[src/shared/mbfield_pkg.sv]
// Constants and carrier types for the multi-byte field update block.
// Assumes a byte-wide register write strobe from the serial port logic.
package mbfield_pkg;

  // ----------------------------------------------------------------------
  // Address layout
  // ----------------------------------------------------------------------
  localparam int unsigned ADDR_W       = 16;
  localparam int unsigned BYTE_W       = 8;
  // Repeated block: instance 0 at base, next at base + stride
  localparam logic [15:0] BLK_BASE     = 16'h0010;
  localparam logic [15:0] BLK_STRIDE   = 16'h0008;
  localparam int unsigned BLK_COUNT    = 2;
  // Field offsets within one block instance
  localparam logic [15:0] ATOM_OFS     = 16'h0000;
  localparam int unsigned ATOM_BYTES   = 4;
  localparam logic [15:0] PLAIN_OFS    = 16'h0004;
  localparam int unsigned PLAIN_BYTES  = 2;
  // Stand-alone half-word field
  localparam logic [15:0] HWORD_ADDR   = 16'h0042;
  localparam int unsigned HWORD_BYTES  = 2;

  // ----------------------------------------------------------------------
  // Reset values
  // ----------------------------------------------------------------------
  localparam logic [31:0] ATOM_RST     = 32'h0000_0000;
  localparam logic [15:0] PLAIN_RST    = 16'h0000;
  localparam logic [15:0] HWORD_RST    = 16'h0000;

  // ----------------------------------------------------------------------
  // Carriers
  // ----------------------------------------------------------------------
  typedef struct packed {
    logic              valid;
    logic [ADDR_W-1:0] addr;
    logic [BYTE_W-1:0] data;
  } byte_write_t;

  typedef struct packed {
    logic [31:0] atom_value;
    logic [15:0] plain_value;
  } block_fields_t;

endpackage

[src/rtl/multibyte_field_update.sv]
// Multi-byte register field layout and update timing.
// Assumes the serial port hands over one byte write per strobe.
// Operation
// - Least significant byte at field base; higher bytes at rising addresses.
// - Bit 0 is the least significant bit, width minus one the most.
// - Atomic field lower-byte writes are shadowed, not applied.
// - Writing atomic top byte applies the whole field in one update.
// - Non-atomic field bytes apply immediately and independently.
// - Block instance n decodes at base plus n times stride.
`timescale 1ns/1ps
`default_nettype none

module multibyte_field_update #(
  parameter int unsigned NUM_BLK = mbfield_pkg::BLK_COUNT
) (
  input  wire logic                       clk_sys,
  input  wire logic                       resetn,
  input  wire mbfield_pkg::byte_write_t   wr_in,
  output var  mbfield_pkg::block_fields_t blk_fields [NUM_BLK],
  output logic [15:0]                     hword_value,
  output logic [NUM_BLK-1:0]              atom_update
);

  // ----------------------------------------------------------------------
  // Address helpers
  // ----------------------------------------------------------------------
  // Base of instance n; stride product kept to address width
  function automatic logic [15:0] inst_base(input int unsigned n);
    logic [31:0] prod;
    prod = 32'(n) * 32'(mbfield_pkg::BLK_STRIDE);
    return mbfield_pkg::BLK_BASE + prod[15:0];
  endfunction

  // Byte lane of addr within a field, or an out-of-range marker
  function automatic int lane_of(input logic [15:0] addr,
                                 input logic [15:0] base,
                                 input int unsigned nbytes);
    logic [15:0] diff;
    diff = addr - base;
    if (addr >= base && 32'(diff) < nbytes) begin
      return int'(diff);
    end
    return -1;
  endfunction

  // Value with one byte lane replaced by data
  function automatic logic [31:0] with_byte(input logic [31:0] value,
                                            input logic [1:0]  lane,
                                            input logic [7:0]  data);
    logic [31:0] res;
    res = value;
    res[lane*8 +: 8] = data;
    return res;
  endfunction

  // Lane of the atomic field's most significant byte
  localparam int ATOM_TOP = int'(mbfield_pkg::ATOM_BYTES) - 1;

  // ----------------------------------------------------------------------
  // Write decode
  // ----------------------------------------------------------------------
  // Decoded once, so every state group sees the same lane and hit
  logic [NUM_BLK-1:0] atom_hit;
  logic [NUM_BLK-1:0] atom_top;
  logic [1:0]         atom_lane  [NUM_BLK];
  logic [NUM_BLK-1:0] plain_hit;
  logic [1:0]         plain_lane [NUM_BLK];
  logic               hword_hit;
  logic [1:0]         hword_lane;

  always_comb begin
    int ln;
    ln = -1;
    atom_hit = '0;
    atom_top = '0;
    plain_hit = '0;
    hword_hit = 1'b0;
    hword_lane = 2'b00;
    for (int i = 0; i < NUM_BLK; i++) begin
      atom_lane[i] = 2'b00;
      plain_lane[i] = 2'b00;
    end
    if (wr_in.valid) begin
      for (int i = 0; i < NUM_BLK; i++) begin
        ln = lane_of(wr_in.addr,
                     inst_base(i) + mbfield_pkg::ATOM_OFS,
                     mbfield_pkg::ATOM_BYTES);
        if (ln >= 0) begin
          atom_hit[i] = 1'b1;
          atom_lane[i] = 2'(ln);
          atom_top[i] = (ln == ATOM_TOP);
        end
        ln = lane_of(wr_in.addr,
                     inst_base(i) + mbfield_pkg::PLAIN_OFS,
                     mbfield_pkg::PLAIN_BYTES);
        if (ln >= 0) begin
          plain_hit[i] = 1'b1;
          plain_lane[i] = 2'(ln);
        end
      end
      ln = lane_of(wr_in.addr, mbfield_pkg::HWORD_ADDR,
                   mbfield_pkg::HWORD_BYTES);
      if (ln >= 0) begin
        hword_hit = 1'b1;
        hword_lane = 2'(ln);
      end
    end
  end

  // ----------------------------------------------------------------------
  // Atomic field: shadow buffer, applied value, update pulse
  // ----------------------------------------------------------------------
  // Shadow is not cleared on update: a lone top-byte write reapplies the
  // lower bytes last held, which saves a written flag per lane
  logic [31:0]        shadow_reg  [NUM_BLK];
  logic [31:0]        shadow_next [NUM_BLK];
  logic [31:0]        atom_reg    [NUM_BLK];
  logic [31:0]        atom_next   [NUM_BLK];
  logic [NUM_BLK-1:0] upd_reg;
  logic [NUM_BLK-1:0] upd_next;

  always_comb begin
    logic [31:0] merged;
    merged = '0;
    upd_next = '0;
    for (int i = 0; i < NUM_BLK; i++) begin
      shadow_next[i] = shadow_reg[i];
      atom_next[i] = atom_reg[i];
      if (atom_hit[i]) begin
        merged = with_byte(shadow_reg[i], atom_lane[i], wr_in.data);
        shadow_next[i] = merged;
        if (atom_top[i]) begin
          atom_next[i] = merged;
          upd_next[i] = 1'b1;
        end
      end
    end
  end

  always_ff @(posedge clk_sys) begin
    if (!resetn) begin
      for (int i = 0; i < NUM_BLK; i++) begin
        shadow_reg[i] <= mbfield_pkg::ATOM_RST;
        atom_reg[i] <= mbfield_pkg::ATOM_RST;
      end
      upd_reg <= '0;
    end else begin
      for (int i = 0; i < NUM_BLK; i++) begin
        shadow_reg[i] <= shadow_next[i];
        atom_reg[i] <= atom_next[i];
      end
      upd_reg <= upd_next;
    end
  end

  // ----------------------------------------------------------------------
  // Plain field: every byte applies at once
  // ----------------------------------------------------------------------
  logic [15:0] plain_reg  [NUM_BLK];
  logic [15:0] plain_next [NUM_BLK];

  always_comb begin
    logic [31:0] widened;
    widened = '0;
    for (int i = 0; i < NUM_BLK; i++) begin
      plain_next[i] = plain_reg[i];
      if (plain_hit[i]) begin
        widened = with_byte({16'h0000, plain_reg[i]}, plain_lane[i],
                            wr_in.data);
        plain_next[i] = widened[15:0];
      end
    end
  end

  always_ff @(posedge clk_sys) begin
    if (!resetn) begin
      for (int i = 0; i < NUM_BLK; i++) begin
        plain_reg[i] <= mbfield_pkg::PLAIN_RST;
      end
    end else begin
      for (int i = 0; i < NUM_BLK; i++) begin
        plain_reg[i] <= plain_next[i];
      end
    end
  end

  // ----------------------------------------------------------------------
  // Stand-alone half-word field
  // ----------------------------------------------------------------------
  logic [15:0] hword_reg;
  logic [15:0] hword_next;

  always_comb begin
    logic [31:0] widened;
    widened = '0;
    hword_next = hword_reg;
    if (hword_hit) begin
      widened = with_byte({16'h0000, hword_reg}, hword_lane, wr_in.data);
      hword_next = widened[15:0];
    end
  end

  always_ff @(posedge clk_sys) begin
    if (!resetn) begin
      hword_reg <= mbfield_pkg::HWORD_RST;
    end else begin
      hword_reg <= hword_next;
    end
  end

  // ----------------------------------------------------------------------
  // Outputs
  // ----------------------------------------------------------------------
  always_comb begin
    for (int i = 0; i < NUM_BLK; i++) begin
      blk_fields[i].atom_value = atom_reg[i];
      blk_fields[i].plain_value = plain_reg[i];
    end
  end

  assign hword_value = hword_reg;
  assign atom_update = upd_reg;

endmodule

`default_nettype wire

[config.mk]
export PLATFORM = sky130hd
export DESIGN_NAME = multibyte_field_update
export DESIGN_NICKNAME = d
export VERILOG_FILES = /design/src/shared/mbfield_pkg.sv /design/src/rtl/multibyte_field_update.sv
export SDC_FILE = /design/constraint.sdc
export NUM_CORES = 1
export LEC_CHECK = 0
export BUFFER_PORTS_ARGS = -buffer_cell sky130_fd_sc_hd__buf_4
export CAP_MARGIN = 5
export CELL_PAD_IN_SITES_DETAIL_PLACEMENT = 0
export CELL_PAD_IN_SITES_GLOBAL_PLACEMENT = 1
export CORE_MARGIN = 3
export CORE_UTILIZATION = 30
export DETAILED_ROUTE_END_ITERATION = 12
export PLACE_DENSITY = 0.73
export SYNTH_ARGS = -nofsm -noshare
export SYNTH_HDL_FRONTEND = slang
export SYNTH_SLANG_ARGS = --single-unit
[constraint.sdc]
create_clock -name clk_sys -period 3.6 [get_ports clk_sys]
set_input_delay 0.36 -clock clk_sys [delete_from_list [all_inputs] [get_ports clk_sys]]
set_output_delay 0.36 -clock clk_sys [all_outputs]
set_load 0.02 [all_outputs]
==> impl_metrics.ini, run 1 <==
[global_routing]
antenna_found_initial = 1
grt_start_max_net_pins = 152
gr-usage-all-layers_pct = 16.3
grt_pass1_vias = 7348
grt_first_pass_wirelength_um = 41300
grt-ovfl-total = 0

[finish]
fillers = 2969
multi_input_area_mm2 = 0.00489
final_cell_mix = buf_4 (183), dfxtp_1 (178), nand2_1 (148)
nets = 1171
post_layout_nonfiller_instances = 1516
seq_area_mm2 = 0.00356
syn2layout_area_growth_pct = 23.8
diodes = 0
drive_gt1_share_pct = 21.4
layout_commonest_cell = buf_4

[drt]
via_per_inst = 5.18
wl_per_cell_um = 17.5
num_vias = 7857
finalWirelength_um = 26500
drc = 0
drtIter0Drc = 496
drtPass1Iterations = 5
drt.antenna.violating_nets = 0

[worst_setup_path]
critPathMaxStageDelay_ns = 0.46
crit_path_end_kind = flip-flop
worstPathCellList = buf_4 > inv_1 > ha_1 > a2111oi_2 > xnor2_1 > or3_1 > nor2b_1 > nand2_1 > ha_1 > nor2_1 > nand2_1 > nor4b_4 > a22o_1
crit_fanout = 11
path_class = input port to flip-flop
crit_arrival_ns = 3.44
cp_data_required_time_ns = 3.96
crit_slowest_cell = nor4b_4
critPathLaunchType = input port

[floorplanning]
initial_utilization_pct = 30.9
rows = 62
io_pins = 141
die_w_um = 179
dieArea_mm2 = 0.0321
fp.coreArea_mm2 = 0.0291
die_h_um = 179

[yosys]
ys_seq_area_share_pct = 39.7
synthArstFlopShare_pct = 0
syn_area_mm2 = 0.00898
synth-edff-count = 0
ys.flop_type = dfxtp_1
synth-seq-cells = 178
avgSynthCellArea_um2 = 8.96
synth_top_area_cell = dfxtp_1
synth_cell_types = 70
ys_warn_count = 0
synth_top_area_share_pct = 39.7
synth_area_leaders = dfxtp_1 (40%), mux2i_1 (10%), nand2_1 (6.2%)
syn_inst = 1002

[clocking]
cts_root_buf = clkbuf_16
post-cts-setup-buffers = 0
clk_pin_slew_ns = 0.07
worstSkewPairLatency_ns = 0.42
postCtsHoldBufs = 0
cts_made_buffers = 17
cts_tree = yes
cts_resized = 0
cts_sinks = 178
clk_path_buf_depth = 2
htree_levels = 4

[timing]
min_period_ns = 3.09
hold_viol = 0
grt_setup_unrepaired = no
clock_skew_ns = 0.0109
period_share_pct = 85.7
fmax_ghz = 0.324
setup_viol = 0
relSlewSlack_pct = 49.4
slew_viol_final = 0
tns_ns = 0
tightest_slew_ns = 0.756

[placed_design]
placed_cells = 1485
portBuffers = 140
gp_congestion = 0.849
dp_hpwl_um = 17800

[power_and_ir_drop]
power.leakage_uw = 0.00450
ir_drop_mv = 0.303
p_per_area_mw_per_mm2 = 389

[outcome]
outcome = complete, no violations

[run]
cap_viol_max_count = 0

[min_path]
min_path_type = input port to flip-flop
power breakdown:
group	internal, uW	switching [uW]	leakage, uW
Sequential	1970	0.00334	0.00143
Combinational	75.6	196	0.00276
Clock	1250	842	0.000311
per-stage QoR:
stage               cell area (um2)  total power [uW]  setup WS [ns]  util [%]  hold WS, ns
detailed placement            10500              2280          0.117      36.0        0.447
CTS                           11100              4380          0.559      38.2        0.321
finish                        11100              4330          0.513      38.2        0.345
global placement              10500              2280          0.220      36.0        0.444
floorplan                      9010              2180         0.0165         -        0.438
global route                  11100              4480          0.216      38.2        0.339
final cells by class:
cell class                 count  share of cell area, %
inverter                      32                   1.08
tap                          384                   4.32
sequential                   178                   32.0
timing repair buffer         185                   12.7
clock inverter                13                   2.00
multi-input combinational    706                   44.0
clock buffer                  18                   3.86
kinds of logic (layout without fill, tap and decap cells):
family                   after synthesis  count (layout)  share of synthesized area [%]
AO/OA/AOI/OAI                        181             181                           15.0
XOR/XNOR                               7               7                          0.683
adder cells (fa/ha/maj)               24              24                           3.34
buffers and inverters                126             248                           6.30
flip-flops                           178             178                           39.7
multiplexers                          93              93                           10.4
other                                  1               9                         0.0417
AND/OR/NAND/NOR                      392             392                           24.5
cell usage after synthesis, types with 3 or more instances:
cell / count
a31oi_1: 3
clkbuf_1: 67
o22ai_1: 8
nor2_1: 21
o21ai_0: 9
nor4_1: 5
xnor2_1: 5
nand2_1: 148
and3_1: 5
o31ai_1: 38
nand3b_1: 19
and2_1: 5
ha_1: 24
nor3b_1: 8
nor3_1: 9
inv_1: 32
dfxtp_1: 178
or3_1: 3
a22o_1: 40
or2_2: 3
buf_1: 4
o211a_1: 13
nand2b_1: 11
a21oi_1: 41
and4_1: 5
mux2i_1: 90
mux2_2: 3
nor4b_4: 3
nor4b_1: 3
buf_6: 7
nand3_2: 3
or4_1: 22
a22oi_1: 4
nor4bb_1: 11
buf_2: 14
nand3_1: 52
nand4_1: 41
o21ai_1: 3
worst paths after layout:
path                      from           endpoint  slack (ns)  depth (start not counted)
min reg2reg     atom_reg[0][6]     atom_reg[0][6]        0.46                          2
max reg2reg  shadow_reg[0][61]    atom_reg[0][61]        2.70                          4
min                   wr_in[7]  shadow_reg[0][39]        0.35                          3
max                  wr_in[13]  shadow_reg[0][60]        0.51                         13
critical path, delay by kind of cell:
family          cells  cell delay [ns]
simple gates        6             1.48
fa+ha+maj           2             0.63
compound gates      2             0.55
buf+inv             2             0.27
xor+xnor            1             0.15
routing by layer:
layer | vias up | track usage [%] | wire, um
li1 | 3889 | - | -
met1 | 3756 | 22.8 | 12800
met2 | 194 | 25.8 | 12100
met3 | 18 | 3.30 | 1430
met4 | 0 | 4.09 | 261
met5 | - | 0 | 0
Power figures use the tool's default switching activity.
==> run 2, diff against run 1 <==
- CORE_UTILIZATION: 30 -> 35
- PLACE_DENSITY: 0.73 -> 0.82
==> impl_metrics.ini, run 2 (synthesized netlist as in run 1, its figures left out) <==
[worst_setup_path]
cp_data_required_time_ns = 3.96
crit_arrival_ns = 3.53
crit_fanout = 8
path_class = input port to flip-flop
r2r_setup_slack_ns = 2.70
crit_path_end_kind = flip-flop
critPathLaunchType = input port

[finish]
layout_commonest_cell = buf_4
nets = 1172
diodes = 0
drive_gt1_share_pct = 21.4
syn2layout_area_growth_pct = 22.4
post-route-util_pct = 43.7
final_cell_mix = buf_4 (182), dfxtp_1 (178), nand2_1 (148)
post_layout_nonfiller_instances = 1463
fillers = 2510

[clocking]
cts_made_buffers = 17
worstSkewPairLatency_ns = 0.42
post-cts-setup-buffers = 0
htree_levels = 4
cts_tree = yes
clk_path_buf_depth = 2
cts_sinks = 178
postCtsHoldBufs = 0
clk_pin_slew_ns = 0.07
cts_resized = 0
cts_root_buf = clkbuf_16

[timing]
period_share_pct = 87.9
tns_ns = 0
hold_viol = 0
grt_setup_unrepaired = no
clock_skew_ns = 0.00932
setup_viol = 0
slew_viol_final = 0
tightest_slew_ns = 1.10
min_period_ns = 3.16
relSlewSlack_pct = 25.8
worst_slack_ns = 0.436
fmax_ghz = 0.316

[drt]
finalWirelength_um = 25500
drtPass1Iterations = 5
drtIter0Drc = 588
drc = 0
num_vias = 7849
drt.antenna.violating_nets = 0
wl_per_cell_um = 17.4
via_per_inst = 5.37

[global_routing]
grt-ovfl-total = 0
gr-usage-all-layers_pct = 18.1
antenna_found_initial = 1
grt_start_max_net_pins = 150
grt_first_pass_wirelength_um = 41200
grt_pass1_vias = 7477

[placed_design]
place_worst_setup_slack_ns = -0.0479
gp_congestion = 0.841
placed_cells = 1432
dp_hpwl_um = 16900
portBuffers = 140

[power_and_ir_drop]
ir_drop_mv = 0.283
p_comb_share_pct = 6.7
power_frac_seq_pct = 48.7
p_sw_share_pct = 25.5
p_switching_uw = 1030
power_frac_clock_pct = 44.5
p_per_area_mw_per_mm2 = 367
intPower_uw = 3010
power.leakage_uw = 0.00446

[floorplanning]
rows = 58
fp.coreArea_mm2 = 0.0252
io_pins = 141
dieArea_mm2 = 0.0276
die_w_um = 166
initial_utilization_pct = 35.7
die_h_um = 166

[outcome]
outcome = complete, no violations

[min_path]
min_path_type = input port to flip-flop

[run]
cap_viol_max_count = 0
==> run 2: changes by cell type in the layout (fill, tap and decap cells not counted), sizes merged <==
cell,delta
bufinv,-4
clkinv,+1
inv,+1
buf,+1
clkinvlp,+2
==> run 2: cell type report <==
class                           instances  area (um2)  area share, %
Timing Repair Buffer                  186        1450           13.2
Clock inverter                         13         128           1.16
Inverter                               32         120           1.09
Multi-Input combinational cell        706        4890           44.5
Clock buffer                           18         429           3.90
Sequential cell                       178        3560           32.4
Tap cell                              330         413           3.76
==> run 2: path summary, 6_finish.rpt <==
| path | to | cells after the start | start |
|---|---|---|---|
| setup / recovery | shadow_reg[0][41] | 11 | wr_in[18] |
| hold / removal | shadow_reg[0][55] | 3 | wr_in[7] |
| hold reg to reg | shadow_reg[0][54] | 2 | shadow_reg[0][54] |
| setup reg to reg | atom_reg[0][13] | 3 | shadow_reg[0][13] |
==> run 2: power by group through the flow <==
stage / combinational [uW] / clock (uW) / sequential [uW]
3_5_place_dp: 269 / 0 / 2010
2_1_floorplan: 171 / 0 / 2010
4_1_cts: 269 / 1840 / 1970
3_3_place_gp: 267 / 0 / 2010
5_1_grt: 296 / 1940 / 1970
6_report: 271 / 1800 / 1970
==> run 2: metrics by stage <==
step           hold WS [ns]  total power, uW  cell area [um2]
2_1_floorplan         0.438             2180             9010
4_1_cts               0.323             4070            11000
6_report              0.344             4040            11000
3_3_place_gp          0.444             2280            10400
5_1_grt               0.336             4200            11000
3_5_place_dp          0.450             2280            10400
==> run 2: critical path: stages <==
cell	delay, ns
buf_4	0.14
or4_4	0.59
buf_4	0.19
or3_4	0.38
xor2_1	0.17
nor2b_1	0.24
nand2_1	0.12
ha_1	0.39
nand3b_1	0.25
nor4b_4	0.51
a22o_1	0.19
==> run 2: layer usage <==
layer,vias up,wire length [um],track usage [%]
met5,-,0,0
met4,0,350,4.38
met3,22,1250,3.43
met2,207,11600,28.8
met1,3726,12300,25.5
li1,3894,-,-
